File: src/rtl/scs_pkg.sv
// Constants, register map and state codes of the system clock source and start-up block.
// Assumes one 10 MHz clock and an APB master with 32-bit data.
`default_nettype none
package scs_pkg;
  // ****************************************************************
  // Register map.
  // ****************************************************************
  localparam logic [11:0] OFF_OSC_TRIM   = 12'h000;
  localparam logic [11:0] OFF_DIV_CTRL   = 12'h004;
  localparam logic [11:0] OFF_TIMER_CTRL = 12'h008;
  localparam logic [11:0] OFF_STATUS     = 12'h00C;
  localparam int unsigned BIT_UNLOCK     = 7;
  localparam int unsigned BIT_TIMER_EXT  = 0;
  localparam logic [7:0]  TIMER_CTRL_RST = 8'h00;
  // ****************************************************************
  // Fuse codes and divider.
  // ****************************************************************
  localparam logic [3:0]  SRC_CODE_RC    = 4'h2;
  localparam logic [3:0]  SRC_CODE_EXT   = 4'h0;
  localparam logic [1:0]  SUT_CODE_14    = 2'h0;
  localparam logic [1:0]  SUT_CODE_SHORT = 2'h1;
  localparam logic [1:0]  SUT_CODE_LONG  = 2'h2;
  localparam logic [1:0]  SUT_CODE_RSVD  = 2'h3;
  localparam logic [3:0]  DIV_SEL_MAX    = 4'h8;
  localparam logic [3:0]  DIV_SEL_BOOT8  = 4'h3;
  localparam logic [3:0]  DIV_SEL_NONE   = 4'h0;
  // ****************************************************************
  // Counts of cycles.
  // ****************************************************************
  localparam logic [16:0] RST_BASE_CK    = 17'h0_000E;
  localparam logic [16:0] WAKE_CK        = 17'h0_0006;
  localparam logic [1:0]  UNLOCK_CYC     = 2'h3;
  localparam int unsigned RST_SHORT_WDT  = 4096;
  localparam int unsigned RST_LONG_WDT   = 65536;
  localparam logic [15:0] RC_BASE_INC    = 16'h2000;
  // ****************************************************************
  // Start-up states.
  // ****************************************************************
  typedef enum logic [2:0] {
    ST_RESET   = 3'b000,
    ST_BASE    = 3'b001,
    ST_TIMEOUT = 3'b010,
    ST_RUN     = 3'b011,
    ST_SLEEP   = 3'b100,
    ST_WAKE    = 3'b101
  } scs_state_e;
endpackage : scs_pkg
`default_nettype wire

File: src/rtl/scs_pin_sync.sv
// Three-stage synchroniser with agreement filter and rising-edge pulse for one pin.
// Assumes the pin is asynchronous to clk_i and slower than half its rate.
`default_nettype none
module scs_pin_sync (
  input  wire logic clk_i,
  input  wire logic reset_i,
  input  wire logic pin_i,
  output logic      level_o,
  output logic      rise_o
);
  logic s1_ff;
  logic s2_ff;
  logic s3_ff;
  logic level_ff;
  logic rise_ff;

  always_ff @(posedge clk_i) begin
    s1_ff <= pin_i;
    s2_ff <= s1_ff;
    s3_ff <= s2_ff;
  end

  // A change counts only once the second and third stages agree.
  always_ff @(posedge clk_i) begin
    if (reset_i) begin
      level_ff <= 1'b0;
      rise_ff  <= 1'b0;
    end else begin
      rise_ff <= 1'b0;
      if (s2_ff == s3_ff) begin
        level_ff <= s3_ff;
        rise_ff  <= s3_ff & ~level_ff;
      end
    end
  end

  assign level_o = level_ff;
  assign rise_o  = rise_ff;
endmodule // scs_pin_sync
`default_nettype wire

File: src/rtl/scs_clock_ctrl.sv
// System clock source selection, start-up sequencing, prescaler and clock output with an APB slave.
// Assumes fuses are static levels, tick inputs are one-cycle pulses on clk_i, and pins are asynchronous.
`default_nettype none
module scs_clock_ctrl
  import scs_pkg::*;
#(
  parameter int unsigned RST_SHORT_WDT_CYC = RST_SHORT_WDT,
  parameter int unsigned RST_LONG_WDT_CYC  = RST_LONG_WDT
) (
  input  wire logic        clk_i,
  input  wire logic        reset_i,
  input  wire logic [3:0]  clock_source_select_fuses_i,
  input  wire logic [1:0]  startup_time_fuses_i,
  input  wire logic        boot_divide_by_eight_fuse_i,
  input  wire logic        clock_out_fuse_i,
  input  wire logic [7:0]  cal_byte_i,
  input  wire logic        wdt_osc_tick_i,
  input  wire logic        sleep_req_i,
  input  wire logic        wake_i,
  input  wire logic        crystal_input_pin_i,
  input  wire logic        timer_osc_input_pin_i,
  input  wire logic        io_out_i,
  input  wire logic        io_oe_i,
  input  wire logic        psel_i,
  input  wire logic        penable_i,
  input  wire logic        pwrite_i,
  input  wire logic [11:0] paddr_i,
  input  wire logic [31:0] pwdata_i,
  input  wire logic [3:0]  pstrb_i,
  output logic [31:0]      prdata_o,
  output logic             pready_o,
  output logic             pslverr_o,
  output logic             sys_clk_tick_o,
  output logic             cpu_run_o,
  output logic [6:0]       trim_value_o,
  output logic             clock_output_pin_o,
  output logic             clock_output_pin_oe_o,
  output logic             timer_osc_output_pin_o,
  output logic             timer_osc_output_pin_oe_o,
  output logic             timer_clock_tick_o
);
  // ****************************************************************
  // Parameter checks and helpers.
  // ****************************************************************
  // The time-out counter is 17 bits wide, so larger counts cannot be served.
  if (RST_SHORT_WDT_CYC == 0 || RST_SHORT_WDT_CYC > 131071 ||
      RST_LONG_WDT_CYC == 0 || RST_LONG_WDT_CYC > 131071) begin : g_bad_counts
    $error("time-out counts must lie between 1 and 131071");
  end

  function automatic logic hit(input logic [11:0] addr, input logic [11:0] off);
    hit = (addr[11:2] == off[11:2]);
  endfunction

  function automatic logic [7:0] div_limit(input logic [3:0] sel);
    logic [8:0] f;
    f = 9'h001 << sel;
    div_limit = 8'(f - 9'h001);
  endfunction

  // ****************************************************************
  // Fuse capture.
  // ****************************************************************
  logic       src_ext_ff;
  logic [1:0] sut_ff;
  logic       clock_out_fuse_ff;
  logic       boot8_ff;
  logic       fuse_bad_ff;

  // Fuses are only looked at while reset is active, so a fuse change in operation has no effect.
  always_ff @(posedge clk_i) begin
    if (reset_i) begin
      src_ext_ff  <= (clock_source_select_fuses_i == SRC_CODE_EXT);
      sut_ff      <= startup_time_fuses_i;
      clock_out_fuse_ff    <= clock_out_fuse_i;
      boot8_ff    <= boot_divide_by_eight_fuse_i;
      fuse_bad_ff <= (startup_time_fuses_i == SUT_CODE_RSVD) ||
                     ((clock_source_select_fuses_i != SRC_CODE_RC) &&
                      (clock_source_select_fuses_i != SRC_CODE_EXT));
    end
  end

  // ****************************************************************
  // APB slave.
  // ****************************************************************
  logic [7:0]  trim_ff;
  logic [3:0]  div_sel_ff;
  logic        unlock_ff;
  logic [1:0]  unlock_cnt_ff;
  logic [7:0]  timer_ctrl_ff;
  logic [31:0] prdata_ff;
  logic        pslverr_ff;
  logic        wr_go;
  logic        mapped;
  logic        div_wr;
  logic        unlock_req;
  logic        sel_req;
  scs_state_e  state_ff;

  assign mapped     = hit(paddr_i, OFF_OSC_TRIM) || hit(paddr_i, OFF_DIV_CTRL) ||
                      hit(paddr_i, OFF_TIMER_CTRL) || hit(paddr_i, OFF_STATUS);
  assign wr_go      = psel_i & penable_i & pwrite_i & pstrb_i[0];
  assign div_wr     = wr_go & hit(paddr_i, OFF_DIV_CTRL);
  assign unlock_req = div_wr & pwdata_i[BIT_UNLOCK] & (pwdata_i[6:0] == 7'h00);
  assign sel_req    = div_wr & ~pwdata_i[BIT_UNLOCK] & unlock_ff & (pwdata_i[3:0] <= DIV_SEL_MAX);

  // The calibration byte is reloaded on every reset cycle.
  always_ff @(posedge clk_i) begin
    if (reset_i) begin
      trim_ff <= cal_byte_i;
    end else if (wr_go && hit(paddr_i, OFF_OSC_TRIM)) begin
      trim_ff <= pwdata_i[7:0];
    end
  end

  always_ff @(posedge clk_i) begin
    if (reset_i) begin
      div_sel_ff <= boot_divide_by_eight_fuse_i ? DIV_SEL_BOOT8 : DIV_SEL_NONE;
    end else if (sel_req) begin
      div_sel_ff <= pwdata_i[3:0];
    end
  end

  // A repeated unlock write neither extends nor cancels the open window.
  always_ff @(posedge clk_i) begin
    if (reset_i) begin
      unlock_ff     <= 1'b0;
      unlock_cnt_ff <= 2'h0;
    end else if (!unlock_ff) begin
      if (unlock_req) begin
        unlock_ff     <= 1'b1;
        unlock_cnt_ff <= UNLOCK_CYC;
      end
    end else if (sel_req || unlock_cnt_ff == 2'h0) begin
      unlock_ff <= 1'b0;
    end else begin
      unlock_cnt_ff <= unlock_cnt_ff - 2'h1;
    end
  end

  always_ff @(posedge clk_i) begin
    if (reset_i) begin
      timer_ctrl_ff <= TIMER_CTRL_RST;
    end else if (wr_go && hit(paddr_i, OFF_TIMER_CTRL)) begin
      timer_ctrl_ff <= {7'h00, pwdata_i[BIT_TIMER_EXT]};
    end
  end

  // Read data is fetched in the setup cycle so the access phase completes without wait states.
  always_ff @(posedge clk_i) begin
    if (reset_i) begin
      prdata_ff  <= 32'h0000_0000;
      pslverr_ff <= 1'b0;
    end else if (psel_i && !penable_i) begin
      pslverr_ff <= ~mapped;
      prdata_ff  <= 32'h0000_0000;
      if (hit(paddr_i, OFF_OSC_TRIM)) begin
        prdata_ff <= {24'h00_0000, trim_ff};
      end else if (hit(paddr_i, OFF_DIV_CTRL)) begin
        prdata_ff <= {24'h00_0000, unlock_ff, 3'h0, div_sel_ff};
      end else if (hit(paddr_i, OFF_TIMER_CTRL)) begin
        prdata_ff <= {24'h00_0000, timer_ctrl_ff};
      end else if (hit(paddr_i, OFF_STATUS)) begin
        prdata_ff <= {20'h0_0000, 1'b0, state_ff, 1'b0, fuse_bad_ff, sut_ff, boot8_ff, clock_out_fuse_ff,
                      ~src_ext_ff, src_ext_ff};
      end
    end
  end

  assign prdata_o  = prdata_ff;
  assign pready_o  = 1'b1;
  assign pslverr_o = pslverr_ff & psel_i & penable_i;

  // ****************************************************************
  // Clock sources.
  // ****************************************************************
  logic [15:0] rc_acc_ff = 16'h0000;
  logic        rc_tick_ff = 1'b0;
  logic [16:0] rc_sum;
  logic        xtal_rise;
  logic        tosc_level;
  logic        tosc_rise;
  logic        src_tick;

  // The RC model runs through reset so the clock pin keeps toggling; its step grows with the trim.
  assign rc_sum = {1'b0, rc_acc_ff} + {1'b0, RC_BASE_INC} + {4'h0, trim_ff[6:0], 6'h00};

  always_ff @(posedge clk_i) begin
    rc_acc_ff  <= rc_sum[15:0];
    rc_tick_ff <= rc_sum[16];
  end

  scs_pin_sync u_xtal_sync (
    .clk_i   (clk_i),
    .reset_i (1'b0),
    .pin_i   (crystal_input_pin_i),
    .level_o (),
    .rise_o  (xtal_rise)
  );

  scs_pin_sync u_tosc_sync (
    .clk_i   (clk_i),
    .reset_i (reset_i),
    .pin_i   (timer_osc_input_pin_i),
    .level_o (tosc_level),
    .rise_o  (tosc_rise)
  );

  assign src_tick = src_ext_ff ? xtal_rise : rc_tick_ff;

  // ****************************************************************
  // Prescaler and clock output.
  // ****************************************************************
  logic [7:0] div_cnt_ff = 8'h00;
  logic       sys_tick_ff = 1'b0;
  logic       clock_output_pin_ff = 1'b0;
  logic       div_end;

  // Comparing with at-or-above keeps a shrinking factor from running the counter the long way round.
  assign div_end = (div_cnt_ff >= div_limit(div_sel_ff));

  always_ff @(posedge clk_i) begin
    sys_tick_ff <= src_tick & div_end;
    if (src_tick) begin
      div_cnt_ff <= div_end ? 8'h00 : div_cnt_ff + 8'h01;
    end
    if (sys_tick_ff) begin
      clock_output_pin_ff <= ~clock_output_pin_ff;
    end
  end

  assign sys_clk_tick_o        = sys_tick_ff & cpu_run_o;
  assign clock_output_pin_o    = clock_out_fuse_ff ? clock_output_pin_ff : io_out_i;
  assign clock_output_pin_oe_o = clock_out_fuse_ff | io_oe_i;
  assign trim_value_o          = trim_ff[6:0];

  // ****************************************************************
  // Timer oscillator pins.
  // ****************************************************************
  logic tosc_out_ff;
  logic ttick_ff;

  always_ff @(posedge clk_i) begin
    if (reset_i) begin
      tosc_out_ff <= 1'b0;
      ttick_ff    <= 1'b0;
    end else begin
      tosc_out_ff <= ~tosc_level;
      ttick_ff    <= tosc_rise & ~src_ext_ff;
    end
  end

  assign timer_osc_output_pin_o    = tosc_out_ff;
  assign timer_osc_output_pin_oe_o = ~src_ext_ff & ~timer_ctrl_ff[BIT_TIMER_EXT] & ~reset_i;
  assign timer_clock_tick_o        = ttick_ff;

  // ****************************************************************
  // Start-up sequencer.
  // ****************************************************************
  logic [16:0] cnt_ff;
  logic [16:0] tmo_limit;

  always_comb begin
    tmo_limit = 17'h0_0000;
    if (sut_ff == SUT_CODE_SHORT) begin
      tmo_limit = 17'(RST_SHORT_WDT_CYC);
    end else if (sut_ff == SUT_CODE_LONG) begin
      tmo_limit = 17'(RST_LONG_WDT_CYC);
    end
  end

  always_ff @(posedge clk_i) begin
    if (reset_i) begin
      state_ff <= ST_RESET;
      cnt_ff   <= 17'h0_0000;
    end else begin
      unique case (state_ff)
        ST_RESET: begin
          state_ff <= ST_BASE;
          cnt_ff   <= 17'h0_0000;
        end
        ST_BASE: begin
          if (src_tick) begin
            cnt_ff <= cnt_ff + 17'h0_0001;
            if (cnt_ff == RST_BASE_CK - 17'h0_0001) begin
              cnt_ff   <= 17'h0_0000;
              state_ff <= (tmo_limit == 17'h0_0000) ? ST_RUN : ST_TIMEOUT;
            end
          end
        end
        ST_TIMEOUT: begin
          if (wdt_osc_tick_i) begin
            cnt_ff <= cnt_ff + 17'h0_0001;
            if (cnt_ff == tmo_limit - 17'h0_0001) begin
              state_ff <= ST_RUN;
            end
          end
        end
        ST_RUN: begin
          if (sleep_req_i) begin
            state_ff <= ST_SLEEP;
          end
        end
        ST_SLEEP: begin
          cnt_ff <= 17'h0_0000;
          if (wake_i) begin
            state_ff <= ST_WAKE;
          end
        end
        ST_WAKE: begin
          if (src_tick) begin
            cnt_ff <= cnt_ff + 17'h0_0001;
            if (cnt_ff == WAKE_CK - 17'h0_0001) begin
              state_ff <= ST_RUN;
            end
          end
        end
        default: begin
          state_ff <= ST_RESET;
        end
      endcase
    end
  end

  assign cpu_run_o = (state_ff == ST_RUN);
endmodule // scs_clock_ctrl
`default_nettype wire

File: config.mk
export PLATFORM = sky130hd
export DESIGN_NAME = scs_clock_ctrl
export DESIGN_NICKNAME = d
export VERILOG_FILES = /design/src/rtl/scs_pkg.sv /design/src/rtl/scs_pin_sync.sv /design/src/rtl/scs_clock_ctrl.sv
export SDC_FILE = /design/constraint.sdc
export NUM_CORES = 1
export LEC_CHECK = 0
export BUFFER_PORTS_ARGS = -buffer_cell sky130_fd_sc_hd__buf_4
export CORE_MARGIN = 2
export CORE_UTILIZATION = 56
export DETAILED_ROUTE_END_ITERATION = 8
export PLACE_DENSITY_LB_ADDON = 0.2
export SYNTH_ARGS = -nofsm -noshare
export SYNTH_HDL_FRONTEND = slang
export SYNTH_SLANG_ARGS = --single-unit
File: constraint.sdc
create_clock -name clk_i -period 6.6 [get_ports clk_i]
set_input_delay 1.65 -clock clk_i [delete_from_list [all_inputs] [get_ports clk_i]]
set_output_delay 1.65 -clock clk_i [all_outputs]
set_load 0.03 [all_outputs]
After elaboration in Yosys (flattened, before gate mapping)

Index checks and enable logic that the tools add are counted.

Register bits: 114
Input port bits: 76
Output and inout port bits: 48
Logic and storage cells: 155

Add/subtract/negate cells: 7
Magnitude comparators: 2
Equality and inequality tests: 26
Shift operators: 1
Muxes and demuxes: 34
Bitwise operators: 28
Reduce and logical (&&, ||, !) cells: 26

Operator list:

| kind                   | number |
|---|---|
| $mux 17                | 6 |
| $pmux 17 s4            | 1 |
| $mux 11                | 4 |
| $mux 3                 | 8 |
| $eq 10x2->1 const B    | 2 |
| $and 1x1->1            | 18 |
| $ne 2x2->1 const B     | 9 |
| $pmux 3 s6             | 1 |
| $add 16x14->17 const B | 1 |
| $add 17x1->17 const B  | 1 |
| $add 17x13->17         | 1 |
| $eq 17x17->1           | 1 |
| $eq 17x3->1 const B    | 1 |
| $eq 17x4->1 const B    | 1 |
| $logic_not 17->1       | 1 |
| $sub 17x1->17 const B  | 1 |
| $mux 8                 | 2 |
| $eq 10x1->1 const B    | 1 |
| $logic_not 10->1       | 1 |
| $not 1->1              | 9 |
| $add 8x1->8 const B    | 1 |
| $ge 8x8->1             | 1 |
| $mux 2                 | 4 |
| $mux 4                 | 2 |
| other kinds (26)       | 46 |

Longest topological paths before layout

Word-level depth: 10
Mapped depth: 12
Gate-level depth less buffers: 11

Modules after synthesis

Synthesis repeated with hierarchy kept, for this count alone.

Cell total of the unflattened synthesis: 461
Area, all modules: 4523.1 µm²

By module, submodules not included:

| module         | times used | cells an instance | area an instance (µm²) | sequential area each (µm²) |
|---|---|---|---|---|
| scs_clock_ctrl | 1          | 443               | 4270.3                 | 1811.7 |
| scs_pin_sync   | 2          | 9                 | 126.4                  | 100.1 |

Worst setup path after synthesis

Ideal clock, no wire load.

Path type: input port to output port
Start: input port reset_i
End: output port timer_osc_output_pin_oe_o
Data arrival time: 2.714 ns
Required time: 4.950 ns
Path slack: 2.236 ns
Stages on the path: 3
Buffers on the path: 2
Path through: clkbuf_1 clkbuf_1 nor3_1

Cells in the longest elaborated chain, start to end: 2

Ends and longest elaborated chain:

| what        | RTL line              | source |
|---|---|---|
| from (decl) | scs_clock_ctrl.sv:11  | `input wire logic reset_i,` |
| $not 1->1   | scs_clock_ctrl.sv:254 | `assign timer_osc_output_pin_oe_o = ~src_ext_ff & ~timer_ctrl_ff[BIT_TIMER_EXT] & ~reset_i;` |
| $and 1x1->1 | scs_clock_ctrl.sv:254 |  |
| to (decl)   | scs_clock_ctrl.sv:39  | `output logic timer_osc_output_pin_oe_o,` |

No other way between the ends.

Worst setup path after layout

Same ends and word-level chain as after synthesis.

==> reports/metrics.yaml <==
power:
  power.leakage_nw: 2.15
  power_density_nw_per_um2: 275
  p_total_w: 0.00140
  vdd_drop_max_mv: 0.158
route:
  num_vias: 3267
  drtIter0Drc: 142
  wl_met1_um: 3860
  routed.top_layer: "met4"
  ant_nets: 0
  wl_met2_um: 4370
  wl_met3_um: 431
  wl_per_cell_um: 14.3
  finalWirelength_um: 8750
  drc: 0
  avgViaCountPerCell: 5.36
  drt_first_pass_iters: 4
die:
  ios: 124
  rows: 32
  initial_core_util: 0.573
  die_x_um: 92.7
  die_h_um: 92.7
  die-area_um2: 8590
  core_area_um2: 7690
logic_synthesis:
  async_flop_share: 0
  synth_edf_count: 28
  yosys_warnings: 0
  synth_area_leaders: "dfxtp_1 27%, edfxtp_1 19%, ha_1 6.0%, buf_4 4.9%, nor2_1 4.3%"
  synth_top_cell_area_share: 0.268
  ys_seq_elements: 87
  synthCells: 445
  ys_seq_area_frac: 0.459
  yosysTopAreaCell: "dfxtp_1"
  synth_area_per_cell_um2: 9.90
  ys.flop_type: "dfxtp_1"
  synth_area_um2: 4400
  ys_types: 55
timing:
  slew_headroom: 0.551
  fin_setup_tns_ns: 0
  worstMarginPinSlew_ns: 0.674
  timing.final.crit_share: 0.609
  fin_crit_ns: 4.02
  hold_violations: 0
  finalSetupViolations: 0
  max_freq_mhz: 249
  slew_viol_final: 0
  rsz0062_at_grt: "false"
  skew_ns: 0.0119
placement:
  place.gp.congestion: 0.785
  dp_hpwl_um: 6440
  port_buffers: 72
critical_path:
  cp.required_ns: 4.95
  crit_type: "in -> out"
  reg2reg_from: "div_sel_ff[3]$_SDFFCE_PP0P_"
  r2r-end: "div_cnt_ff[4]$_SDFFCE_PP0P_"
  cp.arrival_ns: 2.37
  start_kind: "primary input"
  r2r_cells: 10
  crit_fanout: 45
  end_kind: "output port"
  rrSetupSlack_ns: 3.80
layout:
  n_antenna_cell: 0
  fill_cells: 620
  fin_nets: 601
  syn_to_final_growth_pct: 15.3
  layout-drive-gt1-share: 0.205
  ff_latch_area_um2: 2020
  multiInputGateArea_um2: 2110
hold_path:
  min_to: "u_xtal_sync.s2_ff$_DFF_P_"
  min_from: "u_xtal_sync.s1_ff$_DFF_P_"
  min_path_type: "reg -> reg"
  hold_path_depth: 0
cts:
  cts_tree: "yes"
  clkSinkCount: 87
  cts_max_level: 3
  clock_path_buffers: 2
  post_cts_buffers: 0
  worst_skew_pair.late_latency_ns: 0.36
  cts_buffers: 9
  cts_resized: 0
  hold_buffers: 0
  cts-root-buf: "clkbuf_8"
  path_clk_slew_ns: 0.09
outcome:
  status: "finished clean"
global_routing:
  grt_max_degree: 46
  gr-total-overflow: 0
  first_global_vias: 3039
  track_usage: 0.211
  grt_pass1_wl_um: 14300
  antenna_found_initial: 0
job:
  maxCapViolCount: 0
-- registers in the layout (all words and copies together), names as in the netlist, 2 cells and up --
name and flops:
cnt_ff 17, div_cnt_ff 8, div_sel_ff 4, prdata_o 11
rc_acc_ff 10, state_ff 3, sut_ff 2, trim_ff 8
unlock_cnt_ff 2
-- cell usage in the layout (no fill, tap or decap), drive strengths merged, types with 3 or more instances in the layout --
cell     instances
a21oi           12
a22oi           10
nor3            15
edfxtp          28
nor4             8
nand3            9
and4             3
conb            22
nor2            52
nand4            3
o21ai           12
inv             20
ha              21
mux2i            4
nor3b            5
buf             72
a21o            10
a32oi            4
and3            12
clkbuf          10
nand2           28
dfxtp           59
xor2            18
a22o             3
o2111ai          3
a211oi           4
nor2b            7
mux2             6
nand2b           8
xnor2           16
-- Yosys cell counts (all sizes together) (9+ instances only) --
cell type / n
a21o: 10
a21oi: 12
a22oi: 10
and3: 12
buf: 34
clkbuf: 11
dfxtp: 59
edfxtp: 28
ha: 21
inv: 16
nand2: 28
nand3: 9
nor2: 52
nor3: 15
o21ai: 12
xnor2: 16
xor2: 18
-- layer usage --
layer / vias up / track usage
met4: 0 / 0.0625
li1: 1643 / -
met3: 7 / 0.0431
met2: 74 / 0.373
met5: - / 0
met1: 1543 / 0.262
-- critical path: stages --
cell and delay (ns):
buf_4 0.39, nor3_1 0.11, buf_4 0.19
-- metrics by stage --
| step | std cells | util | cell area [um^2] | hold slack [ns] | worst slack [ns] |
|---|---|---|---|---|---|
| after floorplan | 465 | - | 4480 | 0.310 | 2.24 |
| after global placement | 594 | 0.632 | 4860 | 0.313 | 2.60 |
| after detailed placement | 594 | 0.632 | 4860 | 0.314 | 2.58 |
| after CTS | 610 | 0.661 | 5080 | 0.337 | 2.58 |
| after global routing | 610 | 0.661 | 5080 | 0.338 | 2.53 |
| final | 610 | 0.661 | 5080 | 0.333 | 2.58 |
-- how the worst max path moves through the flow --
stage | startpoint | to | depth (start not counted)
floorplan | reset_i | timer_osc_output_pin_oe_o | 3
global placement | reset_i | timer_osc_output_pin_oe_o | 3
detailed placement | reset_i | timer_osc_output_pin_oe_o | 3
CTS | reset_i | timer_osc_output_pin_oe_o | 3
global route | reset_i | timer_osc_output_pin_oe_o | 3
finish | reset_i | timer_osc_output_pin_oe_o | 3
-- layout make-up --
| cell class | count | area share |
|---|---|---|
| Multi-Input combinational cell | 317 | 0.415 |
| Sequential cell | 87 | 0.398 |
| Timing Repair Buffer | 72 | 0.106 |
| Clock buffer | 10 | 0.0293 |
| Tap cell | 102 | 0.0251 |
| Clock inverter | 6 | 0.0143 |
| Inverter | 16 | 0.0118 |
-- report_power, final --
part           total [W]  internal [W]  switching (W)
registers       0.000664      0.000622      0.0000419
clock network   0.000404      0.000203       0.000200
logic           0.000330      0.000153       0.000178
total            0.00140      0.000979       0.000420
-- cells by family (layout without fill, tap and decap cells) --
group                    Yosys count  in the layout  synth area share
AO/OA/AOI/OAI                     71             71             0.117
XOR/XNOR                          34             34            0.0676
adder cells (fa/ha/maj)           22             22            0.0642
buffers and inverters             61            104            0.0793
flip-flops                        87             87             0.459
multiplexers                      11             11            0.0295
other                              2             22           0.00171
AND/OR/NAND/NOR                  157            157             0.182
Power figures use the tool's default switching activity.
